`config.mk`:
```
export PLATFORM = sky130hd
export DESIGN_NAME = ptr_top
export DESIGN_NICKNAME = d
export VERILOG_FILES = /design/src/rtl/ptr_avg.v /design/src/rtl/ptr_top.v
export VERILOG_INCLUDE_DIRS = /design/src /design/src/rtl
export SDC_FILE = /design/constraint.sdc
export NUM_CORES = 2
export LEC_CHECK = 0
export BUFFER_PORTS_ARGS = -buffer_cell sky130_fd_sc_hd__buf_2
export CORE_MARGIN = 5
export CORE_UTILIZATION = 60
export CTS_CLUSTER_DIAMETER = 80
export DETAILED_ROUTE_END_ITERATION = 10
export PLACE_DENSITY = 0.81
export REMOVE_ABC_BUFFERS = 1
export SYNTH_ARGS = -nofsm -noshare
export SYNTH_HDL_FRONTEND = slang
export SYNTH_HIERARCHICAL = 1
export SYNTH_SLANG_ARGS = --single-unit
```
`constraint.sdc`:
```
create_clock -name clk -period 252.3 [get_ports clk]
set_input_delay 50.46 -clock clk [delete_from_list [all_inputs] [get_ports clk]]
set_output_delay 50.46 -clock clk [all_outputs]
set_load 0.005 [all_outputs]
```
`src/rtl/ptr_map.vh`:
```
`ifndef PTR_MAP_VH
`define PTR_MAP_VH
// ==========================================================================
// Command codes
`define PTR_CMD_PIN 8'h97
`define PTR_CMD_IOUT 8'h8c
`define PTR_CMD_EIN 8'h86
// ==========================================================================
// Direct-format coefficients for the energy readout
`define PTR_COEF_M 8'h01
`define PTR_COEF_R 8'h00
`define PTR_COEF_B 8'h00
// ==========================================================================
// Accumulator limits
`define PTR_ACC_MAX 15'h7fff
`define PTR_ROLL_MAX 8'hff
// ==========================================================================
// Timing
`define PTR_CLK_HZ 100000000
`define PTR_AC_CYCLES 3'h4
`define PTR_AVG_SEC 2
`define PTR_AVG_MAX_SEC 10
`define PTR_AVG_SAMPLES 6'h20
`define PTR_AVG_SHIFT 5
`define PTR_FILT_SHIFT 4
`define PTR_EIN_MAX_MS 100
// ==========================================================================
// Word and block read framing
`define PTR_EIN_LEN 8'h04
`define PTR_WORD_LEN 8'h02
`endif

```
`src/rtl/ptr_avg.v`:
```
`include "ptr_map.vh"
// ==========================================================================
// Smoothing stage: boxcar mean over a window, or a first-order filter
module ptr_avg (
	input wire clk,
	input wire reset_n,
	input wire filt_mode,
	input wire smp_en,
	input wire [15:0] smp,
	output reg [15:0] avg_q
);
	reg [21:0] sum_q;
	reg [5:0] cnt_q;
	reg [19:0] filt_q;
	wire [21:0] sum_n;
	wire [19:0] filt_n;

	assign sum_n = sum_q + {6'h00, smp};
	// Shift filter: y += (x - y) / 16, roughly 0.13 Hz at 12.5 Hz sampling, 0.15 Hz at 15 Hz
	assign filt_n = filt_q + ({4'h0, smp} >> `PTR_FILT_SHIFT) - (filt_q >> `PTR_FILT_SHIFT);

	// Only finished results reach avg_q, never the running sum
	always @(posedge clk or negedge reset_n) begin
		if (!reset_n) begin
			sum_q <= 22'h000000;
			cnt_q <= 6'h00;
			filt_q <= 20'h00000;
			avg_q <= 16'h0000;
		end else if (smp_en) begin
			filt_q <= filt_n;
			if (filt_mode) begin
				avg_q <= filt_n[15:0];
			end
			if (cnt_q == `PTR_AVG_SAMPLES - 6'h01) begin
				cnt_q <= 6'h00;
				sum_q <= 22'h000000;
				if (!filt_mode) begin
					avg_q <= sum_n[`PTR_AVG_SHIFT +: 16];
				end
			end else begin
				cnt_q <= cnt_q + 6'h01;
				sum_q <= sum_n;
			end
		end
	end
endmodule

```
`src/rtl/ptr_top.v`:
```
`include "ptr_map.vh"
// Summary of operation
// - Input power command 97h returns watts in linear format.
// - Input power is averaged over a fixed 32 samples, about 2.1 to 2.6 s, or filtered.
// - Filter bandwidth lies between 0.1 Hz and 0.5 Hz.
// - Output current command 8Ch returns amperes in linear format.
// - Output current averaged over a fixed 32 samples, about 2.1 to 2.6 s, or filtered.
// - Energy command 86h returns power sum plus sample count.
// - Energy sum uses direct format, m=01h, R=00h, b=00h.
// - Each sample is input power averaged over 4 AC cycles.
// - Accumulator and count update every 80 or 66.7 ms.
// - Energy readings refresh faster than every 100 ms.
// - Power accumulator wraps past 15-bit maximum 7FFFh.
// - One-byte wrap counter rolls from FFh to 00h.
// - Sum, wrap count and sample count latch together.
// - Energy readout uses block read with packet error checking.
module ptr_top (
	input wire clk,
	input wire reset_n,
	input wire ac_cycle,
	input wire pin_valid,
	input wire [15:0] pin_raw,
	input wire iout_valid,
	input wire [15:0] iout_raw,
	input wire filt_mode,
	input wire [4:0] pin_exp,
	input wire [4:0] iout_exp,
	input wire cmd_valid,
	input wire [7:0] cmd_code,
	input wire byte_ack,
	output wire rsp_valid,
	output reg [7:0] rsp_byte_q,
	output reg rsp_last_q,
	output reg rsp_busy_q,
	output reg cmd_err_q,
	output reg ein_tick_q
);
	// ======================================================================
	// Helpers
	// Linear format: 5-bit exponent above an 11-bit mantissa
	// Limitation: readings wider than 11 bits lose their top bits, so the
	// exponent given with each channel must match its raw scaling
	function [15:0] lin_enc;
		input [15:0] val;
		input [4:0] ex;
		begin
			lin_enc = {ex, val[10:0]};
		end
	endfunction

	// SMBus PEC is CRC-8, polynomial x^8+x^2+x+1
	// Bit-serial loop; unrolls to a short XOR tree per byte
	function [7:0] crc8;
		input [7:0] crc;
		input [7:0] dat;
		reg [7:0] c;
		integer i;
		begin
			c = crc ^ dat;
			for (i = 0; i < 8; i = i + 1) begin
				c = c[7] ? ((c << 1) ^ 8'h07) : (c << 1);
			end
			crc8 = c;
		end
	endfunction

	// ======================================================================
	// Sample period: average instantaneous power over 4 AC cycles
	reg [2:0] ac_cnt_q;
	reg [31:0] win_sum_q;
	reg [15:0] win_n_q;
	reg [15:0] psample_q;
	reg smp_en_q;
	wire win_done;
	wire [31:0] win_mean;
	assign win_done = ac_cycle && (ac_cnt_q == `PTR_AC_CYCLES - 3'h1);
	// Empty window gives 0 W; the mux hides the divide by zero
	// A mean of 16-bit samples always fits 16 bits, so the top half is zero
	assign win_mean = (win_n_q == 16'h0000) ? 32'h00000000 :
		win_sum_q / {16'h0000, win_n_q};

	// Window closes on every fourth AC cycle, 80 ms at 50 Hz
	// A strobe in the closing cycle already belongs to the next window
	always @(posedge clk or negedge reset_n) begin
		if (!reset_n) begin
			ac_cnt_q <= 3'h0;
			win_sum_q <= 32'h00000000;
			win_n_q <= 16'h0000;
			psample_q <= 16'h0000;
			smp_en_q <= 1'b0;
		end else begin
			smp_en_q <= win_done;
			if (win_done) begin
				ac_cnt_q <= 3'h0;
				win_sum_q <= pin_valid ? {16'h0000, pin_raw} : 32'h00000000;
				win_n_q <= pin_valid ? 16'h0001 : 16'h0000;
				// Mean of the window; no samples means 0 W added
				psample_q <= win_mean[15:0];
			end else begin
				if (ac_cycle) begin
					ac_cnt_q <= ac_cnt_q + 3'h1;
				end
				if (pin_valid) begin
					win_sum_q <= win_sum_q + {16'h0000, pin_raw};
					win_n_q <= win_n_q + 16'h0001;
				end
			end
		end
	end

	// ======================================================================
	// Energy accumulator with wrap and sample counters
	reg [14:0] acc_q;
	reg [7:0] roll_q;
	reg [7:0] nsmp_q;
	reg [14:0] ein_acc_q;
	reg [7:0] ein_roll_q;
	reg [7:0] ein_n_q;
	wire [15:0] acc_sum;
	wire [7:0] roll_n;
	wire [7:0] nsmp_n;
	assign acc_sum = {1'b0, acc_q} + {1'b0, psample_q[14:0]};
	// Carry out of bit 14 means the sum passed the maximum
	assign roll_n = acc_sum[15] ? roll_q + 8'h01 : roll_q;
	assign nsmp_n = nsmp_q + 8'h01;
	// Live and snapshot counters share one next value, so they cannot drift
	// Limitation: a host slower than one wrap period loses whole wraps

	// Accumulate once per sample pulse; the pulse is one cycle long
	always @(posedge clk or negedge reset_n) begin
		if (!reset_n) begin
			acc_q <= 15'h0000;
			roll_q <= 8'h00;
			nsmp_q <= 8'h00;
			ein_acc_q <= 15'h0000;
			ein_roll_q <= 8'h00;
			ein_n_q <= 8'h00;
			ein_tick_q <= 1'b0;
		end else begin
			ein_tick_q <= smp_en_q;
			if (smp_en_q) begin
				acc_q <= acc_sum[14:0];
				roll_q <= roll_n;
				nsmp_q <= nsmp_n;
				// One snapshot so count always matches sum
				ein_acc_q <= acc_sum[14:0];
				ein_roll_q <= roll_n;
				ein_n_q <= nsmp_n;
			end
		end
	end

	// ======================================================================
	// Smoothed power and current readings
	// 32 samples at line pacing span about 2.6 s at 50 Hz, 2.1 s at 60 Hz
	// The filter state runs in both modes, so a mode change needs no warm-up
	wire [15:0] pin_avg;
	wire [15:0] iout_avg;
	reg iout_en_q;

	ptr_avg u_pin_avg (
		.clk(clk),
		.reset_n(reset_n),
		.filt_mode(filt_mode),
		.smp_en(smp_en_q),
		.smp(psample_q),
		.avg_q(pin_avg)
	);

	// Current is sampled on the same 4-cycle pacing as power
	// Only the newest current strobe counts; the averager does the smoothing
	reg [15:0] iout_smp_q;
	always @(posedge clk or negedge reset_n) begin
		if (!reset_n) begin
			iout_smp_q <= 16'h0000;
			iout_en_q <= 1'b0;
		end else begin
			iout_en_q <= win_done;
			if (iout_valid) begin
				iout_smp_q <= iout_raw;
			end
		end
	end

	ptr_avg u_iout_avg (
		.clk(clk),
		.reset_n(reset_n),
		.filt_mode(filt_mode),
		.smp_en(iout_en_q),
		.smp(iout_smp_q),
		.avg_q(iout_avg)
	);

	// ======================================================================
	// Response builder: word and block read bytes, block count first, PEC last
	reg [39:0] frame_q;
	reg [2:0] idx_q;
	reg [2:0] nbytes_q;
	reg [7:0] pec_q;
	reg [39:0] load_frame;
	reg [2:0] load_n;
	reg load_ok;
	wire [15:0] pin_word;
	wire [15:0] iout_word;
	wire [7:0] frame_byte;
	assign rsp_valid = rsp_busy_q;
	assign pin_word = lin_enc(pin_avg, pin_exp);
	assign iout_word = lin_enc(iout_avg, iout_exp);
	// Later bytes come from the latched frame, never from live values
	assign frame_byte = frame_q[8 * idx_q +: 8];

	// Frame that a taken command loads, low byte first, PEC added later
	// Word readings carry two data bytes, the energy block a count byte and four data bytes
	always @* begin
		load_frame = 40'h0000000000;
		load_n = 3'h0;
		load_ok = 1'b1;
		case (cmd_code)
		`PTR_CMD_PIN: begin
			load_frame = {24'h000000, pin_word};
			load_n = 3'h2;
		end
		`PTR_CMD_IOUT: begin
			load_frame = {24'h000000, iout_word};
			load_n = 3'h2;
		end
		`PTR_CMD_EIN: begin
			// m=1, b=0, R=0: raw sum is the direct-format value
			load_frame = {ein_n_q, ein_roll_q, 1'b0, ein_acc_q, `PTR_EIN_LEN};
			load_n = 3'h5;
		end
		default: begin
			load_ok = 1'b0;
		end
		endcase
	end

	// New commands are refused while a frame is still being sent
	// Dropped, not queued: the host waits for the PEC byte anyway
	always @(posedge clk or negedge reset_n) begin
		if (!reset_n) begin
			frame_q <= 40'h0000000000;
			idx_q <= 3'h0;
			nbytes_q <= 3'h0;
			pec_q <= 8'h00;
			rsp_byte_q <= 8'h00;
			rsp_last_q <= 1'b0;
			rsp_busy_q <= 1'b0;
			cmd_err_q <= 1'b0;
		end else begin
			if (!rsp_busy_q && cmd_valid) begin
				// Unknown codes leave the bus idle and raise the flag
				cmd_err_q <= !load_ok;
				rsp_busy_q <= load_ok;
				idx_q <= 3'h1;
				rsp_last_q <= 1'b0;
				pec_q <= 8'h00;
				frame_q <= load_frame;
				nbytes_q <= load_n;
				rsp_byte_q <= load_frame[7:0];
			end else if (rsp_busy_q && byte_ack) begin
				// Running CRC over bytes already delivered
				pec_q <= crc8(pec_q, rsp_byte_q);
				if (rsp_last_q) begin
					rsp_busy_q <= 1'b0;
					rsp_last_q <= 1'b0;
				end else if (idx_q == nbytes_q) begin
					rsp_byte_q <= crc8(pec_q, rsp_byte_q);
					rsp_last_q <= 1'b1;
				end else begin
					rsp_byte_q <= frame_byte;
					idx_q <= idx_q + 3'h1;
				end
			end
		end
	end
endmodule

```
==> flow_metrics.tcl <==
set metrics [dict create \
    min_path_type "reg2reg" \
    r2r_cells 413 \
    worstMarginPinSlew_ns 1.23 \
    grtUsageTotal_pct 29.5 \
    cts_buffer_depth 3 \
    rr_endpoint "psample_q[0]" \
    syn_area_per_cell_sq_um 7.97 \
    ant_nets 0 \
    grt_pass1_vias 36100 \
    skew_ns 0.0156 \
    design_area_sq_um 42100 \
    fillCellCount 5661 \
    critPathKind "reg2reg" \
    pre_cts_ws_ns 155.21 \
    r2r-start "win_n_q[13]" \
    clk_pin_slew_ns 0.07 \
    status "finished, final reports clean" \
    vias 38300 \
    slew_headroom_pct 15.8 \
    postPlaceCellArea_sq_um 40900 \
    maxCapViolCount 0 \
    hold_violations 0 \
    nNetsFinal 5574 \
    drcViolationCount 0 \
    die_w_um 268 \
    crit_end "psample_q[0]" \
    port_buffers 70 \
    drtIter0Drc 3419 \
    cp-startpoint "win_n_q[13]" \
    cts.sinks 285 \
    finalSetupViolations 0 \
    timing.final.ws_setup_ns 153.41 \
    syn_area_sq_um 40000 \
    hold_buffers 0 \
    numCtsBuffers 31 \
    place.gp.congestion 0.953 \
    htreeDepth 1 \
    drive_gt1_share_pct 9.76 \
    r2r_slack_ns 153.41 \
    grt_max_degree 91 \
    fin_crit_sh_pct 39.2 \
    grt_pass1_wl_um 180000 \
    start_util_pct 60.7 \
    wl_um 111000 \
    critPathMaxStageDelay_ns 1.04 \
    end_kind "flip-flop" \
    grt_setup_unrepaired "no" \
    slowest_stage "a2111oi_0" \
    die_area_sq_um 71900 \
    num_rows 94 \
    grt_remaining_overflow 0 \
    dieHeight_um 268 \
    ioPinCount 71 \
    post_cts_buffers 0 \
    fp.coreArea_sq_um 65900 \
    dr.pass1.iters 7 \
    tritoncts "built" \
    root_buffer "clkbuf_16" \
    routed_via_density 6.52 \
    area_growth_pct 5.30 \
    yosysWarningCount 6 \
    cp.arrival_ns 99.34 \
    syn_inst 5013 \
    period_needed_ns 98.89 \
    cts_resized 0 \
    finalSetupTns_ns 0 \
    cpMostUsedCell "o21a_1" \
    routedWlPerCell_um 18.9 \
    crit_fanout 31 \
    cp.required_ns 252.75 \
    startpoint_type "flip-flop" \
    antenna_found_initial 2 \
    clkLatencyLatePin_ns 0.60 \
    max_freq_ghz 0.0101 \
    drv_slew 0 \
    dp_hpwl_um 84100 \
]
how the worst min path moves through the flow:
| stage | slack [ns] | depth (start not counted) | to | start |
|---|---|---|---|---|
| floorplan | 0.43 | 2 | frame_q[16] | frame_q[16] |
| detailed placement | 0.45 | 2 | frame_q[18] | frame_q[18] |
| global route | 0.49 | 2 | frame_q[21] | frame_q[21] |
| global placement | 0.45 | 2 | frame_q[18] | frame_q[18] |
| finish | 0.47 | 1 | ein_n_q[7] | ein_n_q[7] |
| CTS | 0.47 | 2 | frame_q[18] | frame_q[18] |
critical path: cells and delay by family (launching register included):
family / cells / cell delay, ns
flops: 1 / 0.49
mux: 10 / 3.34
fa+ha+maj: 31 / 9.71
simple gates: 106 / 24.58
compound gates: 255 / 59.00
buf+inv: 11 / 1.46
layout by cell type, fill, tap and decap left out, types with 69 or more instances in the layout:
cell,instances
a21o_1,117
nand3_1,113
nand2_1,504
nor3_1,220
o21a_1,215
dfrtp_1,284
buf_2,69
ha_1,512
nor2_1,374
o31ai_1,133
a21oi_1,320
o21ai_0,277
inv_1,241
xor2_1,121
xnor2_1,197
mux2_2,127
final cells by class:
type	instances	area, sq um	share of cell area (%)
Multi-Input combinational cell	4302	31100	74.0
Tap cell	864	1080	2.57
Timing Repair Buffer	114	691	1.64
Clock inverter	25	342	0.812
Inverter	242	908	2.16
Antenna cell	2	5.00	0.0119
Sequential cell	285	7140	17.0
Clock buffer	33	783	1.86
through the flow:
| step | utilization (%) | cells | hold slack (ns) |
|---|---|---|---|
| 3_5_place_dp | 62.2 | 5807 | 0.454 |
| 2_1_floorplan | - | 4829 | 0.433 |
| 4_1_cts | 63.9 | 5865 | 0.469 |
| 5_1_grt | 63.9 | 5865 | 0.489 |
| 3_3_place_gp | 62.2 | 5807 | 0.449 |
| 6_report | 63.9 | 5867 | 0.468 |
routing by layer:
layer,global-route usage (%),share of wire (%),wire [um],vias up
met3,2.68,7.0,7800,281
met5,0,0,0,-
met1,40.6,44,48900,17900
met4,8.66,3.4,3790,0
li1,-,-,-,18600
met2,49.8,45,50300,1406
flip-flops by register name, summed over array words and instances, names as in the netlist, 16 cells and up:
register / cells
frame_q: 39
u_pin_avg/filt_q: 20
u_pin_avg/sum_q: 16
win_sum_q: 32
psample_q: 16
u_iout_avg/filt_q: 20
u_iout_avg/sum_q: 16
win_n_q: 16
iout_smp_q: 16
Power is left out: the tool's default activity adds up to more than one toggle a clock period on the data nets, which glitch-free logic cannot reach.
